--- src/verilog/tdp_pkg.sv ---
`default_nettype none
package tdp_pkg;
  // Register indices; the byte address on the bus is four times the index
  localparam logic [7:0] IDX_COUNT = 8'h09;
  localparam logic [7:0] IDX_CTRL = 8'h0A;
  localparam logic [7:0] IDX_CTRL2 = 8'h0B;
  localparam logic [7:0] IDX_DUTY = 8'h0C;
  localparam logic [7:0] IDX_PSVAL = 8'h0D;
  localparam logic [7:0] IDX_HIGH = 8'h14;
  localparam logic [7:0] IDX_STAT = 8'h15;
  localparam logic [7:0] IDX_MASK = 8'h16;
  localparam logic [7:0] ADR_COUNT = {IDX_COUNT[5:0], 2'b00};
  localparam logic [7:0] ADR_CTRL = {IDX_CTRL[5:0], 2'b00};
  localparam logic [7:0] ADR_CTRL2 = {IDX_CTRL2[5:0], 2'b00};
  localparam logic [7:0] ADR_DUTY = {IDX_DUTY[5:0], 2'b00};
  localparam logic [7:0] ADR_PSVAL = {IDX_PSVAL[5:0], 2'b00};
  localparam logic [7:0] ADR_HIGH = {IDX_HIGH[5:0], 2'b00};
  localparam logic [7:0] ADR_STAT = {IDX_STAT[5:0], 2'b00};
  localparam logic [7:0] ADR_MASK = {IDX_MASK[5:0], 2'b00};
  // Control register fields
  localparam int CTL_EN = 0;
  localparam int CTL_RLD = 1;
  localparam int CTL_OS = 2;
  localparam int CTL_AL = 6;
  localparam int CTL_OE = 7;
  localparam logic [7:0] CTL_WMASK = 8'hC7;
  // Second control register fields
  localparam int CT2_RATIO_LSB = 0;
  localparam int CT2_PSDIS = 3;
  localparam int CT2_EDGE = 4;
  localparam int CT2_SRC = 5;
  localparam logic [7:0] CT2_WMASK = 8'h3F;
  // Shared high bits: count reload in [7:6], duty in [3:2]
  localparam int HI_CNT_LSB = 6;
  localparam int HI_DUTY_LSB = 2;
  localparam int ST_UNDERFLOW = 0;
  // Reset values
  localparam logic [7:0] RST_CTRL = 8'h00;
  localparam logic [7:0] RST_CTRL2 = 8'h3F;
  localparam logic [7:0] RST_HIGH = 8'h00;
  localparam logic [7:0] RST_DUTY = 8'h00;
  localparam logic [7:0] RST_PSVAL = 8'hFF;
  localparam logic [9:0] RST_COUNT = 10'h000;
  localparam logic [9:0] CNT_ALL_ONES = 10'h3FF;
  localparam logic [9:0] CNT_ZERO = 10'h000;
  typedef enum logic [0:0] {RUN_GO = 1'b0, RUN_STOP = 1'b1} tdp_run_e;
endpackage : tdp_pkg
`default_nettype wire

--- src/verilog/tdp_ps_if.sv ---
`timescale 1ns/1ps
`default_nettype none
interface tdp_ps_if;
  logic src_tick;
  logic bypass;
  logic [2:0] ratio;
  logic out_tick;
  logic [7:0] value;
  modport ctrl (output src_tick, output bypass, output ratio, input out_tick, input value);
  modport pre (input src_tick, input bypass, input ratio, output out_tick, output value);
endinterface : tdp_ps_if
`default_nettype wire

--- src/verilog/tdp_prescale.sv ---
`timescale 1ns/1ps
`default_nettype none
module tdp_prescale (
  // Clock and reset
  input wire logic clk,
  input wire logic nrst,
  // Link to the timer
  tdp_ps_if.pre ps
);
  logic [7:0] cnt_ff;
  logic [7:0] nxt_cnt;
  logic [7:0] low_mask;

  // Low bits that must all be zero for a tick: ratio 0 gives 1:2, ratio 7 gives 1:256
  function automatic logic [7:0] tdp_ratio_mask(input logic [2:0] r);
    logic [7:0] m;
    m = 8'h00;
    for (int i = 0; i < 8; i++)
    begin
      m[i] = (i <= int'(r));
    end
    return m;
  endfunction : tdp_ratio_mask

  always_comb
  begin
    low_mask = tdp_ratio_mask(ps.ratio);
    nxt_cnt = cnt_ff;
    if (ps.src_tick && !ps.bypass)
    begin
      nxt_cnt = cnt_ff - 8'h01;
    end
  end

  // Bypassed prescaler passes every source tick straight through [RL11]
  assign ps.out_tick = ps.src_tick && (ps.bypass || ((cnt_ff & low_mask) == 8'h00));
  assign ps.value = cnt_ff;

  always_ff @(posedge clk or negedge nrst)
  begin
    if (!nrst)
    begin
      cnt_ff <= tdp_pkg::RST_PSVAL;
    end
    else
    begin
      cnt_ff <= nxt_cnt;
    end
  end
endmodule : tdp_prescale
`default_nettype wire

--- src/verilog/tdp_timer.sv ---
// Notes on behaviour
// RL1: Reading the count register gives the low eight bits of the live 10-bit down counter.
// RL2: Writing the count register loads the whole counter at once from the shared high bits and the written byte.
// RL3: The enable bit lets the timer count when set and holds it when clear.
// RL4: The reload-select bit matters only in non-stop mode and is ignored in one-shot mode.
// RL5: Non-stop with reload-select clear reloads 0x3FF after passing 0x00 and keeps counting.
// RL6: Non-stop with reload-select set reloads the stored reload value on every underflow and keeps counting.
// RL7: One-shot counts once down to 0x00 and then stops until software writes the count again.
// RL8: The active-low bit makes the pulse output active low when set and active high when clear.
// RL9: The output-enable bit puts the pulse waveform on its pin, otherwise the pin is plain GPIO.
// RL10: A source bit picks the instruction clock or the external pin, and an edge bit picks its falling or rising edge.
// RL11: A 3-bit ratio divides the count clock by 2 to 256, and software changes it only while the prescaler is off.
// RL12: The 10-bit reload value sets the pulse frame and a 10-bit duty value sets its active part.
// RL13: Every underflow gives a one-cycle event that sets the timer flag for software.
//
// Design decision made here: register access over APB.
`timescale 1ns/1ps
`default_nettype none
module tdp_timer (
  // Clock and reset
  input wire logic CLK,
  input wire logic NRST,
  // APB slave
  input wire logic PSEL,
  input wire logic PENABLE,
  input wire logic PWRITE,
  input wire logic [7:0] PADDR,
  input wire logic [31:0] PWDATA,
  output logic PREADY,
  output logic [31:0] PRDATA,
  output logic PSLVERR,
  // External count clock pin
  input wire logic EXTERNAL_COUNT_INPUT,
  // Pulse pin and the GPIO it shares with
  input wire logic GPIO_OUT,
  input wire logic GPIO_OE,
  output logic PULSE_OUT_PIN,
  output logic PULSE_OUT_PIN_OE,
  // Interrupt and underflow event
  output logic IRQ,
  output logic UNDERFLOW
);
  tdp_ps_if ps ();

  // Bus state
  logic pready_ff, nxt_pready;
  logic [31:0] prdata_ff, nxt_prdata;
  logic pslverr_ff, nxt_pslverr;
  logic [7:0] rclr_ff, nxt_rclr;
  // Registers
  logic [7:0] ctrl_ff, nxt_ctrl;
  logic [7:0] ctrl2_ff, nxt_ctrl2;
  logic [7:0] high_ff, nxt_high;
  logic [7:0] reload_ff, nxt_reload;
  logic [7:0] duty_ff, nxt_duty;
  logic [7:0] stat_ff, nxt_stat;
  logic [7:0] mask_ff, nxt_mask;
  // Counter state
  logic [9:0] cnt_ff, nxt_cnt;
  tdp_pkg::tdp_run_e run_ff, nxt_run;
  logic uflow_ff, nxt_uflow;
  // External pin sampling
  logic ext_s1_ff, ext_s2_ff, ext_s3_ff;
  // Outputs
  logic pin_ff, nxt_pin;
  logic pin_oe_ff, nxt_pin_oe;
  logic irq_ff, nxt_irq;

  logic setup_ok, done, wr_done, is_mapped;
  logic [31:0] rd_word;
  logic ext_edge, count_step;
  logic [9:0] reload10, duty10;
  logic pulse_active;

  function automatic logic [31:0] tdp_byte(input logic [7:0] b);
    return {24'h00_0000, b};
  endfunction : tdp_byte

  assign setup_ok = PSEL && PENABLE;
  assign done = setup_ok && pready_ff;
  assign wr_done = done && PWRITE;

  // Read mux and address decode
  always_comb
  begin
    rd_word = 32'h0000_0000;
    is_mapped = 1'b1;
    case (PADDR)
      tdp_pkg::ADR_COUNT: rd_word = tdp_byte(cnt_ff[7:0]); // [RL1]
      tdp_pkg::ADR_CTRL: rd_word = tdp_byte(ctrl_ff & tdp_pkg::CTL_WMASK);
      tdp_pkg::ADR_CTRL2: rd_word = tdp_byte(ctrl2_ff & tdp_pkg::CT2_WMASK);
      tdp_pkg::ADR_DUTY: rd_word = tdp_byte(duty_ff);
      tdp_pkg::ADR_PSVAL: rd_word = tdp_byte(ps.value);
      tdp_pkg::ADR_HIGH: rd_word = tdp_byte(high_ff);
      tdp_pkg::ADR_STAT: rd_word = tdp_byte(stat_ff);
      tdp_pkg::ADR_MASK: rd_word = tdp_byte(mask_ff);
      default: is_mapped = 1'b0;
    endcase
  end

  // Bus answer: one wait state, data captured on the first access edge
  always_comb
  begin
    nxt_pready = setup_ok && !pready_ff;
    nxt_prdata = prdata_ff;
    nxt_pslverr = 1'b0;
    nxt_rclr = rclr_ff;
    if (setup_ok && !pready_ff)
    begin
      nxt_prdata = PWRITE ? 32'h0000_0000 : rd_word;
      nxt_pslverr = !is_mapped;
      nxt_rclr = (!PWRITE && PADDR == tdp_pkg::ADR_STAT) ? stat_ff : 8'h00;
    end
    else if (done)
    begin
      nxt_rclr = 8'h00;
    end
  end

  always_ff @(posedge CLK or negedge NRST)
  begin
    if (!NRST)
    begin
      pready_ff <= 1'b0;
      prdata_ff <= 32'h0000_0000;
      pslverr_ff <= 1'b0;
      rclr_ff <= 8'h00;
    end
    else
    begin
      pready_ff <= nxt_pready;
      prdata_ff <= nxt_prdata;
      pslverr_ff <= nxt_pslverr;
      rclr_ff <= nxt_rclr;
    end
  end

  // Register writes
  always_comb
  begin
    nxt_ctrl = ctrl_ff;
    nxt_ctrl2 = ctrl2_ff;
    nxt_high = high_ff;
    nxt_reload = reload_ff;
    nxt_duty = duty_ff;
    nxt_mask = mask_ff;
    if (wr_done)
    begin
      case (PADDR)
        tdp_pkg::ADR_COUNT: nxt_reload = PWDATA[7:0];
        tdp_pkg::ADR_CTRL: nxt_ctrl = PWDATA[7:0] & tdp_pkg::CTL_WMASK;
        tdp_pkg::ADR_CTRL2: nxt_ctrl2 = PWDATA[7:0] & tdp_pkg::CT2_WMASK;
        tdp_pkg::ADR_DUTY: nxt_duty = PWDATA[7:0];
        tdp_pkg::ADR_HIGH: nxt_high = PWDATA[7:0];
        tdp_pkg::ADR_MASK: nxt_mask = PWDATA[7:0];
        default: nxt_mask = mask_ff;
      endcase
    end
  end

  always_ff @(posedge CLK or negedge NRST)
  begin
    if (!NRST)
    begin
      ctrl_ff <= tdp_pkg::RST_CTRL;
      ctrl2_ff <= tdp_pkg::RST_CTRL2;
      high_ff <= tdp_pkg::RST_HIGH;
      reload_ff <= 8'h00;
      duty_ff <= tdp_pkg::RST_DUTY;
      mask_ff <= 8'h00;
    end
    else
    begin
      ctrl_ff <= nxt_ctrl;
      ctrl2_ff <= nxt_ctrl2;
      high_ff <= nxt_high;
      reload_ff <= nxt_reload;
      duty_ff <= nxt_duty;
      mask_ff <= nxt_mask;
    end
  end

  // External pin passes three flops; the edge is taken between the second and third
  always_ff @(posedge CLK or negedge NRST)
  begin
    if (!NRST)
    begin
      ext_s1_ff <= 1'b0;
      ext_s2_ff <= 1'b0;
      ext_s3_ff <= 1'b0;
    end
    else
    begin
      ext_s1_ff <= EXTERNAL_COUNT_INPUT;
      ext_s2_ff <= ext_s1_ff;
      ext_s3_ff <= ext_s2_ff;
    end
  end

  // Edge bit set means falling edge, clear means rising edge [RL10]
  assign ext_edge = ctrl2_ff[tdp_pkg::CT2_EDGE] ? (ext_s3_ff && !ext_s2_ff) : (!ext_s3_ff && ext_s2_ff);
  // Instruction clock is taken as one tick per system clock [RL10]
  assign ps.src_tick = ctrl2_ff[tdp_pkg::CT2_SRC] ? ext_edge : 1'b1;
  assign ps.bypass = ctrl2_ff[tdp_pkg::CT2_PSDIS];
  assign ps.ratio = ctrl2_ff[tdp_pkg::CT2_RATIO_LSB +: 3]; // [RL11]

  tdp_prescale u_prescale (
    .clk (CLK),
    .nrst (NRST),
    .ps (ps)
  );

  assign reload10 = {high_ff[tdp_pkg::HI_CNT_LSB +: 2], reload_ff};
  assign duty10 = {high_ff[tdp_pkg::HI_DUTY_LSB +: 2], duty_ff}; // [RL12]
  assign count_step = ps.out_tick && ctrl_ff[tdp_pkg::CTL_EN] && (run_ff == tdp_pkg::RUN_GO); // [RL3]

  // Down counter
  always_comb
  begin
    nxt_cnt = cnt_ff;
    nxt_run = run_ff;
    nxt_uflow = 1'b0;
    if (wr_done && PADDR == tdp_pkg::ADR_COUNT)
    begin
      // A count write restarts a stopped one-shot as well
      nxt_cnt = {high_ff[tdp_pkg::HI_CNT_LSB +: 2], PWDATA[7:0]}; // [RL2]
      nxt_run = tdp_pkg::RUN_GO; // [RL7]
    end
    else if (count_step)
    begin
      if (cnt_ff == tdp_pkg::CNT_ZERO)
      begin
        nxt_uflow = 1'b1; // [RL13]
        case (run_ff)
          tdp_pkg::RUN_GO:
          begin
            if (ctrl_ff[tdp_pkg::CTL_OS])
            begin
              nxt_run = tdp_pkg::RUN_STOP; // [RL7] [RL4]
            end
            else if (ctrl_ff[tdp_pkg::CTL_RLD])
            begin
              nxt_cnt = reload10; // [RL6]
            end
            else
            begin
              nxt_cnt = tdp_pkg::CNT_ALL_ONES; // [RL5]
            end
          end
          default: nxt_run = tdp_pkg::RUN_STOP;
        endcase
      end
      else
      begin
        nxt_cnt = cnt_ff - 10'h001;
      end
    end
  end

  always_ff @(posedge CLK or negedge NRST)
  begin
    if (!NRST)
    begin
      cnt_ff <= tdp_pkg::RST_COUNT;
      run_ff <= tdp_pkg::RUN_GO;
      uflow_ff <= 1'b0;
    end
    else
    begin
      cnt_ff <= nxt_cnt;
      run_ff <= nxt_run;
      uflow_ff <= nxt_uflow;
    end
  end

  // Pulse output: active while the count sits below the duty value, so duty 0 never goes active
  assign pulse_active = (cnt_ff < duty10); // [RL12]

  // Status, interrupt and pin; a flag set in the clearing cycle survives because the set is applied after the clear
  always_comb
  begin
    nxt_stat = stat_ff;
    if (done && !PWRITE && PADDR == tdp_pkg::ADR_STAT)
    begin
      nxt_stat = stat_ff & ~rclr_ff;
    end
    if (nxt_uflow)
    begin
      nxt_stat[tdp_pkg::ST_UNDERFLOW] = 1'b1; // [RL13]
    end
    nxt_irq = |(nxt_stat & mask_ff);
    if (ctrl_ff[tdp_pkg::CTL_OE])
    begin
      nxt_pin = pulse_active ^ ctrl_ff[tdp_pkg::CTL_AL]; // [RL8] [RL9]
      nxt_pin_oe = 1'b1; // [RL9]
    end
    else
    begin
      nxt_pin = GPIO_OUT; // [RL9]
      nxt_pin_oe = GPIO_OE;
    end
  end

  always_ff @(posedge CLK or negedge NRST)
  begin
    if (!NRST)
    begin
      stat_ff <= 8'h00;
      irq_ff <= 1'b0;
      pin_ff <= 1'b0;
      pin_oe_ff <= 1'b0;
    end
    else
    begin
      stat_ff <= nxt_stat;
      irq_ff <= nxt_irq;
      pin_ff <= nxt_pin;
      pin_oe_ff <= nxt_pin_oe;
    end
  end

  assign PREADY = pready_ff;
  assign PRDATA = prdata_ff;
  assign PSLVERR = pslverr_ff;
  assign PULSE_OUT_PIN = pin_ff;
  assign PULSE_OUT_PIN_OE = pin_oe_ff;
  assign IRQ = irq_ff;
  assign UNDERFLOW = uflow_ff;
endmodule : tdp_timer
`default_nettype wire

--- config.mk ---
export PLATFORM = sky130hd
export DESIGN_NAME = tdp_timer
export DESIGN_NICKNAME = d
export VERILOG_FILES = /design/src/verilog/tdp_pkg.sv /design/src/verilog/tdp_ps_if.sv /design/src/verilog/tdp_prescale.sv /design/src/verilog/tdp_timer.sv
export SDC_FILE = /design/constraint.sdc
export NUM_CORES = 1
export LEC_CHECK = 0
export ABC_AREA = 1
export BUFFER_PORTS_ARGS = -buffer_cell sky130_fd_sc_hd__buf_2
export CORE_ASPECT_RATIO = 1.2
export CORE_MARGIN = 5
export CORE_UTILIZATION = 61
export DETAILED_ROUTE_END_ITERATION = 8
export PLACE_DENSITY = 0.9
export SLEW_MARGIN = 0
export SYNTH_ARGS = -nofsm -noshare
export SYNTH_HDL_FRONTEND = slang
export SYNTH_SLANG_ARGS = --single-unit
--- constraint.sdc ---
create_clock -name CLK -period 2.9 [get_ports CLK]
set_input_delay 0.29 -clock CLK [delete_from_list [all_inputs] [get_ports CLK]]
set_output_delay 0.29 -clock CLK [all_outputs]
set_load 0.05 [all_outputs]
==> metrics.log, run 1 <==
INFO  metric outcome = completed
INFO  metric pleak = 2.94 nW
INFO  metric fraction_of_power_spent_switching_nets = 0.293
INFO  metric worst_ir_drop_vdd = 0.000333 V
INFO  metric layout_min_cycle_time = about 2100 ps
INFO  metric antenna_cells = 0
INFO  metric highest_count_cells_in_the_layout_ignoring_fill_and_taps = sky130_fd_sc_hd__nand2_1, sky130_fd_sc_hd__dfrtp_1, sky130_fd_sc_hd__o21ai_0, sky130_fd_sc_hd__inv_1, sky130_fd_sc_hd__nand3_1
INFO  metric post_route_design_area = 0.00567 sq mm
INFO  metric worstSkewPairLatency = 380 ps
INFO  metric grtUsageTotal = 0.263
INFO  metric detailedRoute.firstPassIterationCount = 6
INFO  metric finalWirelength = between 10 and 15 mm
INFO  metric postSynthCellCount = roughly 670
INFO  metric internal-power = 2.35 mW
INFO  metric clock_skew = 10.3 ps
INFO  metric ys_dominant_reg_cell = sky130_fd_sc_hd__dfrtp_1
INFO  metric groute.layer.met1.usage = 0.328
INFO  metric post_route_fraction_of_the_period_consumed_by_the_critical_path = 0.711
INFO  metric share_clk_of_total_power = 0.371
INFO  metric path_clk_slew = 90 ps
INFO  metric fp.dieArea = 0.0105 sq mm
INFO  metric pin_count_of_the_biggest_net_entering_global_routing = 50
INFO  metric routed-via-count = between 4000 and 5000
INFO  metric critPathKind = reg -> reg
INFO  metric power.share.sequential = 0.442
INFO  metric routabilityCongestion = roughly 0.94
INFO  metric vias_per_cell = around 5.5
INFO  metric dr.first_iter.drc_count = 340
INFO  metric post_route_cells_drive_above_1_share = 0.144
INFO  metric detail-route-antenna-nets = 0
INFO  metric number_of_antenna_violations_at_the_first_check_in_global_routing = 0
INFO  metric floorplan.rows = 36
INFO  metric worst_hold_path_type = in -> reg
INFO  metric die_width = 94.2 um
INFO  metric cts_tree = done
INFO  metric synthesis.area_per_instance = around 7.7 sq um
INFO  metric start_util = 0.633
INFO  metric power.share.combinational = 0.187
INFO  metric path_max_fanout = 13
INFO  metric cts_made_buffers = 9
INFO  metric yosys-top-cells-area = sky130_fd_sc_hd__dfrtp_1, sky130_fd_sc_hd__nand2_1, sky130_fd_sc_hd__dfstp_2, sky130_fd_sc_hd__o21ai_0, sky130_fd_sc_hd__nand3_1
INFO  metric dp_hpwl = 9.64 mm
INFO  metric syn2layout_area_growth = 9.36%
INFO  metric layoutNonFillerInstCount = 831
INFO  metric proportion_of_synthesized_flip_flops_having_asynchronous_set_or_reset = 1.00
INFO  metric pin_count = 86
INFO  metric met3_global_route_usage = 0.0428
INFO  metric grt_pass1_wl = 21.5 mm
INFO  metric synth_area_leader_cell = sky130_fd_sc_hd__dfrtp_1
INFO  metric drv_cap = 0
INFO  metric ys_seq_elements = 95
INFO  metric clock.fmax = 485 MHz
INFO  metric total_number_of_h_tree_levels = 3
INFO  metric final.setup.tns = 0 ps
INFO  metric arrival = 2370 ps
INFO  metric setup_viol = 0
INFO  metric syn_area = 0.00519 sq mm
INFO  metric cp.required = 3210 ps
INFO  metric fp.coreArea = slightly above 0.008 sq mm
INFO  metric rsz0062_at_grt = false
INFO  metric power_per_cell_area = 587 mW/mm^2
INFO  metric max_slew.worst_pin.slew = between 600 and 700 ps
INFO  metric worst_slew_margin_rel = 0.578
INFO  metric cp-end-kind = flip-flop
INFO  metric synth-seq-area-share = 0.462
INFO  metric layout_commonest_cell = sky130_fd_sc_hd__nand2_1
INFO  metric grt_overflow = 0
INFO  metric first_global_vias = 4466
INFO  metric synth_cell_types = 36
INFO  metric post_drt_wl_per_cell = 15.4 um
INFO  metric synth_enable_flop_cells = 0
INFO  metric hold_violations = 0
INFO  metric cts.sink_count = 95
INFO  metric floorplan.die.height = 111 um
INFO  metric placed_instances = 814
INFO  metric detailed_place.area = 0.00537 sq mm
INFO  metric post-route-drc-count = 0
INFO  metric root_buffer = sky130_fd_sc_hd__clkbuf_8
INFO  metric net-switching-power = 0.973 mW
INFO  metric setup.worst_path.start_class = flip-flop
INFO  metric grt-busiest-layer = met2
INFO  metric maxSlewViolCount = 0
INFO  metric io_buffers = 37
INFO  metric layout.nets = 771
INFO  metric ys.warnings.count = 0
INFO  metric grt_use_met2 = 0.443
INFO  metric synth_top_area_share = 0.391
INFO  metric clock_path_buffers = 2
==> logic make-up after synthesis <==
family | after synthesis | share of synthesized area
AOI/OAI and AO/OA | 105 | 0.108
xor gates and xnor gates | 10 | 0.0169
adders and majority gates | 11 | 0.0265
buffers and inverters | 106 | 0.0999
DFF | 95 | 0.462
other | 1 | 0.000723
and+or+nand+nor | 345 | 0.287
==> worst max-delay path: stages (launching register included) <==
cell and delay (ps):
sky130_fd_sc_hd__dfrtp_1 400, sky130_fd_sc_hd__inv_1 200, sky130_fd_sc_hd__ha_1 250, sky130_fd_sc_hd__nand3_1 150
sky130_fd_sc_hd__nor2_1 160, sky130_fd_sc_hd__nand2_2 150, sky130_fd_sc_hd__inv_2 200, sky130_fd_sc_hd__o21ai_0 110
sky130_fd_sc_hd__o21ai_0 80, sky130_fd_sc_hd__nand2_1 70, sky130_fd_sc_hd__nand2_1 80, sky130_fd_sc_hd__nand2_1 50
sky130_fd_sc_hd__o21ai_1 80
==> sequential cells by signal (all words and copies together), names as in the netlist, 8 cells and up <==
register,count
PRDATA,8
high_ff,8
stat_ff,8
rclr_ff,8
mask_ff,8
u_prescale.ps.value,8
duty_ff,8
cnt_ff,10
reload_ff,8
==> cell usage after synthesis (all sizes together) (6+ instances only) <==
cell / number
nand3: 48
buf: 34
nor3: 6
dfstp: 14
inv: 69
nand4: 6
o21ai: 80
nand2: 233
o22ai: 7
ha: 11
nor2: 42
a21oi: 14
dfrtp: 81
and2: 7
xor2: 9
==> per-layer routing <==
layer | vias up | routed length, um | share of wire
met1 | 2125 | 5120 | 0.40
met2 | 175 | 6460 | 0.50
met5 | - | 0 | 0
li1 | 2188 | - | -
met4 | 0 | 551 | 0.043
met3 | 43 | 690 | 0.054
==> final timing paths <==
kind	from	to	slack, ps	depth (start not counted)
hold reg to reg	ext_s1_ff$_DFF_PN0_	ext_s2_ff$_DFF_PN0_	360	0
setup / recovery	cnt_ff[0]$_DFFE_PN0P_	cnt_ff[0]$_DFFE_PN0P_	840	12
setup reg to reg	cnt_ff[0]$_DFFE_PN0P_	cnt_ff[0]$_DFFE_PN0P_	840	12
min in group asynchronous	NRST	stat_ff[4]$_DFF_PN0_	480	2
hold / removal	EXTERNAL_COUNT_INPUT	ext_s1_ff$_DFF_PN0_	30	1
max in group asynchronous	NRST	rclr_ff[6]$_DFFE_PN0P_	1670	3
==> area by class of cell <==
cell class / instances / area, sq um
clock inverters: 7 / 168
flip-flops and latches: 95 / 2390
repair buffers: 41 / 220
clock buffers: 9 / 124
fillers: 659 / 2530
inverters: 70 / 263
multi-input cells: 495 / 2360
well taps: 114 / 143
==> stage by stage <==
stage | hold slack, ps | utilization | total power, mW | setup WS [ps]
after global routing | 20.3 | 0.692 | 3.50 | 580
after global placement | 337 | 0.655 | 2.08 | 963
after detailed placement | 336 | 0.655 | 2.11 | 874
after CTS | 16.2 | 0.692 | 3.34 | 842
after floorplan | -5.59 | - | 1.97 | 1220
final | 27.3 | 0.692 | 3.33 | 837
==> repair_timing <==
item                       CTS  global route
setup endpoints to repair    0             0
hold buffers                 1             0
hold endpoints to repair    33             0
buffers inserted             0             0
gates resized for setup      0             0
==> power groups by stage <==
stage	combinational [mW]	sequential, mW	clock (mW)
4_1_cts	0.619	1.47	1.25
6_report	0.621	1.47	1.23
2_1_floorplan	0.478	1.50	0
3_3_place_gp	0.589	1.50	0
3_5_place_dp	0.611	1.50	0
5_1_grt	0.704	1.48	1.31
(Power assumes the default switching activity.)
==> run 2: changes to the inputs <==
Settings changed: CORE_UTILIZATION 61 to 57, PLACE_DENSITY 0.9 to 0.86.
Clock period 2.9 ns to 2.1 ns, I/O delays scaled along.
==> metrics.log, run 2 (synthesis results as in run 1) <==
INFO  metric crit_slowest_cell = sky130_fd_sc_hd__dfrtp_1
INFO  metric timing.critical_path.mode_cell = sky130_fd_sc_hd__nand2_1
INFO  metric max_reg_flops = 10 (unchanged)
INFO  metric arrival = 2210 ps (-160 ps)
INFO  metric root_buffer = sky130_fd_sc_hd__clkbuf_8
INFO  metric critPathKind = reg -> reg
INFO  metric placed_instances = 823 (+1.1%)
INFO  metric routabilityCongestion = 0.923 (-1.8%)
INFO  metric floorplan.die.height = 114 um (+3.1%)
INFO  metric dp_hpwl = 9.62 mm (-0.21%)
INFO  metric cp.buffers_inverters = 2 (unchanged)
INFO  metric pin_count_of_the_biggest_net_entering_global_routing = 60 (+20%)
INFO  metric power = 4.29 mW (+29%)
INFO  metric fp.dieArea = 0.0111 sq mm (+6.3%)
INFO  metric post_route_cells_drive_above_1_share = 0.148 (+0.00455)
INFO  metric path_clk_slew = 90 ps (about the same)
INFO  metric post-route-drc-count = 0 (unchanged)
INFO  metric number_of_antenna_violations_at_the_first_check_in_global_routing = 0 (unchanged)
INFO  metric post_route_fraction_of_the_period_consumed_by_the_critical_path = 0.910 (+0.199)
INFO  metric layout_commonest_cell = sky130_fd_sc_hd__nand2_1
INFO  metric grt_overflow = 0 (unchanged)
INFO  metric worst_ir_drop_vdd = 0.000477 V (+43%)
INFO  metric setup.worst_path.start_class = flip-flop
INFO  metric routedLengthMet1 = 5.19 mm (+1.3%)
INFO  metric outcome = completed
INFO  metric highest_count_cells_in_the_layout_ignoring_fill_and_taps = sky130_fd_sc_hd__nand2_1, sky130_fd_sc_hd__dfrtp_1, sky130_fd_sc_hd__o21ai_0, sky130_fd_sc_hd__inv_1, sky130_fd_sc_hd__nand3_1
INFO  metric maxSlewViolCount = 0 (unchanged)
INFO  metric clock_skew = 10.0 ps (-0.292 ps)
INFO  metric drv_cap = 0 (unchanged)
INFO  metric min_delay_path_depth = 2 (+1)
INFO  metric total_number_of_h_tree_levels = 3 (unchanged)
INFO  metric detailed_place.area = 0.00541 sq mm (+0.79%)
INFO  metric met3WireLength = 872 um (+26%)
INFO  metric critical_path_cell_count = 10 (-2)
INFO  metric worstSkewPairLatency = 360 ps (-20 ps)
INFO  metric max_slew.worst_pin.slew = 529 ps (-103 ps)
INFO  metric clock.fmax = 523 MHz (+8.0%)
INFO  metric finalWirelength = 13.0 mm (+1.7%)
INFO  metric timing.critical_path.slowest_cell_delay = 410 ps (about the same)
INFO  metric pleak = 2.94 nW (about the same)
INFO  metric fp.coreArea = 0.00899 sq mm (+9.6%)
INFO  metric pin_count = 86 (unchanged)
INFO  metric grtUsageTotal = 0.242 (-0.0214)
INFO  metric met2WireLength = 6.45 mm (-0.17%)
INFO  metric cp.required = 2400 ps (-810 ps)
INFO  metric grt_pass1_wl = 21.6 mm (+0.29%)
INFO  metric rsz0062_at_grt = false
INFO  metric r2r.worst_path.cells = 10 (-2)
INFO  metric cts.sink_count = 95 (unchanged)
INFO  metric maxUsedRoutingLayer = met4
INFO  metric hold_violations = 0 (unchanged)
INFO  metric worst_hold_path_type = in -> reg
INFO  metric cts_tree = done
INFO  metric cts_made_buffers = 9 (unchanged)
INFO  metric setup_viol = 0 (unchanged)
INFO  metric start_util = 0.577 (-0.0555)
INFO  metric first_global_vias = 4554 (+2.0%)
INFO  metric power_per_cell_area = 757 mW/mm^2 (+29%)
INFO  metric worstPathCellList = inv_1 -> ha_1 -> nand3_1 -> nor2_1 -> nand2_2 -> clkinv_4 -> nand4_1 -> nand2_1 -> nand2_1 -> nand2_1
INFO  metric io_buffers = 37 (unchanged)
INFO  metric cp-end-kind = flip-flop
INFO  metric post_route_design_area = 0.00567 sq mm (unchanged)
INFO  metric clock_path_buffers = 2 (unchanged)
INFO  metric layout_min_cycle_time = 1910 ps (-152 ps)
INFO  metric layoutNonFillerInstCount = 842 (+1.3%)
INFO  metric path_max_fanout = 13 (unchanged)
INFO  metric layout.nets = 777 (+0.78%)
INFO  metric worst_slew_margin_rel = 0.644 (+0.0662)
INFO  metric post_drt_wl_per_cell = 15.5 um (+0.35%)
INFO  metric path_delay_family = simple AND/OR/NAND/NOR gates
INFO  metric detailedRoute.firstPassIterationCount = 7 (+1)
INFO  metric whs = 41.9 ps (+14.6 ps)
INFO  metric vias_per_cell = 5.51 (+1.0%)
INFO  metric die_width = 97.1 um (+3.1%)
INFO  metric syn2layout_area_growth = 9.36% (unchanged)
INFO  metric dr.first_iter.drc_count = 380 (+12%)
INFO  metric final.setup.tns = 0 ps (unchanged)
INFO  metric detail-route-antenna-nets = 0 (unchanged)
INFO  metric floorplan.rows = 38 (+5.6%)
INFO  metric antenna_cells = 0 (unchanged)
INFO  metric routed-via-count = 4639 (+2.4%)
INFO  metric max_flop_register = cnt_ff
[run 2: worst reg2reg max path, stage by stage (launching register included)]
cell	delay (ps)
sky130_fd_sc_hd__dfrtp_1	410
sky130_fd_sc_hd__inv_1	140
sky130_fd_sc_hd__ha_1	230
sky130_fd_sc_hd__nand3_1	160
sky130_fd_sc_hd__nor2_1	160
sky130_fd_sc_hd__nand2_2	150
sky130_fd_sc_hd__clkinv_4	130
sky130_fd_sc_hd__nand4_1	170
sky130_fd_sc_hd__nand2_1	150
sky130_fd_sc_hd__nand2_1	70
sky130_fd_sc_hd__nand2_1	70
[run 2: final cells by class]
type                       count  area (sq um)
multi-input combinational    495          2360
fill                         765          3310
timing repair buffer          47           280
sequential                    95          2390
inverter                      70           268
clock inverter                 5          81.3
tap                          120           150
clock buffer                  10           138
[run 2: path summary, 6_finish.rpt]
| check | start | endpoint | slack, ps |
|---|---|---|---|
| max in group asynchronous | NRST | u_prescale.ps.value[2]$_DFFE_PN1P_ | 1030 |
| setup reg to reg | cnt_ff[1]$_DFFE_PN0P_ | IRQ$_DFF_PN0_ | 190 |
| hold / removal | GPIO_OE | PULSE_OUT_PIN_OE$_DFF_PN0_ | 40 |
| hold reg to reg | ext_s1_ff$_DFF_PN0_ | ext_s2_ff$_DFF_PN0_ | 350 |
| setup / recovery | cnt_ff[1]$_DFFE_PN0P_ | IRQ$_DFF_PN0_ | 190 |
| min in group asynchronous | NRST | stat_ff[3]$_DFF_PN0_ | 340 |
[run 2: stage by stage]
step                      utilization  setup WS (ps)
after floorplan                     -            416
after global placement          0.602            265
after detailed placement        0.602            188
after CTS                       0.629            162
after global routing            0.631           16.1
final                           0.631            189
[run 2: report_power, final]
group          switching [mW]  leakage (nW)  total, mW  internal (mW)
logic                   0.637          1.58      0.909          0.272
registers              0.0693          1.25       2.04           1.97
clock network           0.648         0.109       1.35          0.699
total                    1.35          2.94       4.29           2.94
[run 2: layer usage]
metal,up-vias,global-route usage
met5,-,0
met4,0,0.125
met3,51,0.0536
met2,205,0.413
met1,2188,0.288
li1,2195,-
[run 2: what timing repair did]
| item | CTS | global route |
|---|---|---|
| resized for setup | 0 | 2 |
| setup endpoints to repair | 0 | 7 |
| endpoints found under the hold margin | 37 | 0 |
| setup buffers | 0 | 2 |
| hold buffers | 2 | 0 |
==> run 3: changes to the inputs <==
Settings changed: RECOVER_POWER set to 50.
==> metrics.log, run 3 (synthesis results as in run 1) <==
INFO  metric timing.critical_path.slowest_cell_delay = 410 ps (about the same)
INFO  metric post_route_design_area = 0.00567 sq mm (-0.11%)
INFO  metric grt_pass1_wl = 21.6 mm (unchanged)
INFO  metric cts_tree = done
INFO  metric maxSlewViolCount = 0 (unchanged)
INFO  metric timing.critical_path.mode_cell = sky130_fd_sc_hd__nand2_1
INFO  metric hold_violations = 0 (unchanged)
INFO  metric post_route_cells_drive_above_1_share = 0.144 (-0.00416)
INFO  metric setup_viol = 0 (unchanged)
INFO  metric min_from = GPIO_OE
INFO  metric post_drt_wl_per_cell = 15.5 um (about the same)
INFO  metric rsz0062_at_grt = false
INFO  metric routabilityCongestion = 0.923 (unchanged)
INFO  metric layout_min_cycle_time = 1910 ps (+3.66 ps)
INFO  metric highest_count_cells_in_the_layout_ignoring_fill_and_taps = sky130_fd_sc_hd__nand2_1, sky130_fd_sc_hd__dfrtp_1, sky130_fd_sc_hd__o21ai_0, sky130_fd_sc_hd__inv_1, sky130_fd_sc_hd__nand3_1
INFO  metric post-route-drc-count = 0 (unchanged)
INFO  metric arrival = 2210 ps (about the same)
INFO  metric worstSkewPairLatency = 360 ps (about the same)
INFO  metric post_route_fraction_of_the_period_consumed_by_the_critical_path = 0.912 (+0.00174)
INFO  metric max_slew.worst_pin.slew = 951 ps (+422 ps)
INFO  metric max_flop_register = cnt_ff
INFO  metric detailed_place.area = 0.00541 sq mm (unchanged)
INFO  metric rrSetupSlack = 190 ps (about the same)
INFO  metric clock_path_buffers = 2 (unchanged)
INFO  metric drv_cap = 0 (unchanged)
INFO  metric power_per_cell_area = 758 mW/mm^2 (about the same)
INFO  metric detailedRoute.firstPassIterationCount = 7 (unchanged)
INFO  metric startpoint = cnt_ff[1]$_DFFE_PN0P_
INFO  metric area_taken_by_multi_input_logic_gates = 0.00236 sq mm (unchanged)
INFO  metric timing.hold.worst_endpoint = PULSE_OUT_PIN_OE$_DFF_PN0_
INFO  metric cp.required = 2400 ps (about the same)
INFO  metric dr.first_iter.drc_count = 380 (unchanged)
INFO  metric outcome = completed
INFO  metric io_buffers = 37 (unchanged)
INFO  metric pin_count_of_the_biggest_net_entering_global_routing = 60 (unchanged)
INFO  metric setup_slack = 186 ps (-3.66 ps)
INFO  metric crit_slowest_cell = sky130_fd_sc_hd__dfrtp_1
INFO  metric worst_slew_margin_rel = 0.366 (-0.279)
INFO  metric die_width = 97.1 um (unchanged)
INFO  metric fp.dieArea = 0.0111 sq mm (unchanged)
INFO  metric path_max_fanout = 13 (unchanged)
INFO  metric number_of_antenna_violations_at_the_first_check_in_global_routing = 0 (unchanged)
INFO  metric antenna_cells = 0 (unchanged)
INFO  metric first_global_vias = 4554 (unchanged)
INFO  metric worst_hold_path_type = in -> reg
INFO  metric root_buffer = sky130_fd_sc_hd__clkbuf_8
INFO  metric dp_hpwl = 9.62 mm (unchanged)
INFO  metric routed-via-count = 4640 (+0.022%)
INFO  metric pin_count = 86 (unchanged)
INFO  metric worstPathCellList = inv_1 -> ha_1 -> nand3_1 -> nor2_1 -> nand2_2 -> clkinv_4 -> nand4_1 -> nand2_1 -> nand2_1 -> nand2_1
INFO  metric grtUsageTotal = 0.242 (unchanged)
INFO  metric final.setup.tns = 0 ps (unchanged)
INFO  metric total_number_of_h_tree_levels = 3 (unchanged)
INFO  metric start_util = 0.577 (unchanged)
INFO  metric setup.worst_path.start_class = flip-flop
INFO  metric syn2layout_area_growth = 9.24%
INFO  metric layout.nets = 777 (unchanged)
INFO  metric r2r.worst_path.cells = 10 (unchanged)
INFO  metric floorplan.die.height = 114 um (unchanged)
INFO  metric max_reg_flops = 10 (unchanged)
INFO  metric path_clk_slew = 90 ps (about the same)
INFO  metric clock_skew = 9.74 ps (-0.292 ps)
INFO  metric clock.fmax = 522 MHz (-0.19%)
INFO  metric r2r-start = cnt_ff[1]$_DFFE_PN0P_
INFO  metric layout_commonest_cell = sky130_fd_sc_hd__nand2_1
INFO  metric regToRegEndpoint = IRQ$_DFF_PN0_
INFO  metric nFillCells = 768 (+0.39%)
INFO  metric cp-end-kind = flip-flop
INFO  metric floorplan.rows = 38 (unchanged)
INFO  metric cts.sink_count = 95 (unchanged)
INFO  metric vias_per_cell = 5.51 (about the same)
INFO  metric pleak = 2.93 nW (-0.45%)
INFO  metric min_delay_path_depth = 2 (unchanged)
INFO  metric detail-route-antenna-nets = 0 (unchanged)
INFO  metric grt_overflow = 0 (unchanged)
INFO  metric fp.coreArea = 0.00899 sq mm (unchanged)
INFO  metric worst_ir_drop_vdd = 0.000476 V (about the same)
INFO  metric final-seq-area = 0.00239 sq mm (unchanged)
INFO  metric critPathKind = reg -> reg
INFO  metric cts_made_buffers = 9 (unchanged)
INFO  metric finalWirelength = 13.0 mm (about the same)
INFO  metric pre_cts_ws = 188 ps (unchanged)
==> run 3: cell count changes in the layout (fill, tap and decap cells not counted) <==
| cell | change |
|---|---|
| sky130_fd_sc_hd__buf_4 | -1 |
| sky130_fd_sc_hd__clkbuf_2 | +1 |
| sky130_fd_sc_hd__clkbuf_1 | +3 |
| sky130_fd_sc_hd__buf_2 | -3 |
==> run 3: stage by stage <==
stage / hold slack [ps] / total power [mW] / cells / util
finish: 42.2 / 4.29 / 842 / 0.630
global route: 53.5 / 4.49 / 842 / 0.630
CTS: 34.8 / 4.27 / 840 / 0.629
detailed placement: 203 / 2.92 / 823 / 0.602
global placement: 197 / 2.89 / 823 / 0.602
floorplan: -85.6 / 2.72 / 696 / -
==> run 3: per-layer routing <==
metal / track usage / share of wire / wire, um
met1: 0.288 / 0.40 / 5170
met2: 0.413 / 0.49 / 6440
met3: 0.0536 / 0.069 / 903
met4: 0.125 / 0.041 / 530
met5: 0 / 0 / 0
==> run 3: worst max-delay path by stage <==
| stage | depth (start not counted) | end | slack [ps] |
|---|---|---|---|
| 2_1_floorplan | 13 | cnt_ff[7]$_DFFE_PN0P_ | 420 |
| 6_report | 10 | IRQ$_DFF_PN0_ | 190 |
| 3_5_place_dp | 12 | cnt_ff[1]$_DFFE_PN0P_ | 190 |
| 4_1_cts | 12 | cnt_ff[1]$_DFFE_PN0P_ | 160 |
| 3_3_place_gp | 12 | cnt_ff[1]$_DFFE_PN0P_ | 260 |
| 5_1_grt | 12 | cnt_ff[2]$_DFFE_PN0P_ | 20 |
==> run 3: worst max-delay path: cells and delay by family (launching register included) <==
kind	cells	cell delay [ps]
AND/OR/NAND/NOR	7	930
flip-flops	1	410
buffers and inverters	2	280
adder cells (fa/ha/maj)	1	230
==> run 3: timing repair <==
action | in CTS | in global routing
gates resized for setup | 0 | 2
setup buffers | 0 | 2
hold buffers | 2 | 0
endpoints found under the setup margin | 0 | 7
endpoints found under the hold margin | 37 | 0
==> run 3: report_power, final <==
group | internal, mW | switching, mW
sequential | 1.97 | 0.0692
combinational | 0.271 | 0.637
clock | 0.699 | 0.647
total | 2.94 | 1.35
==> run 3: cell type report <==
class                           count  share of cell area
Multi-Input combinational cell    495               0.417
Sequential cell                    95               0.423
Clock buffer                       10              0.0243
Clock inverter                      5              0.0144
Inverter                           70              0.0473
Timing Repair Buffer               47              0.0484
Tap cell                          120              0.0265
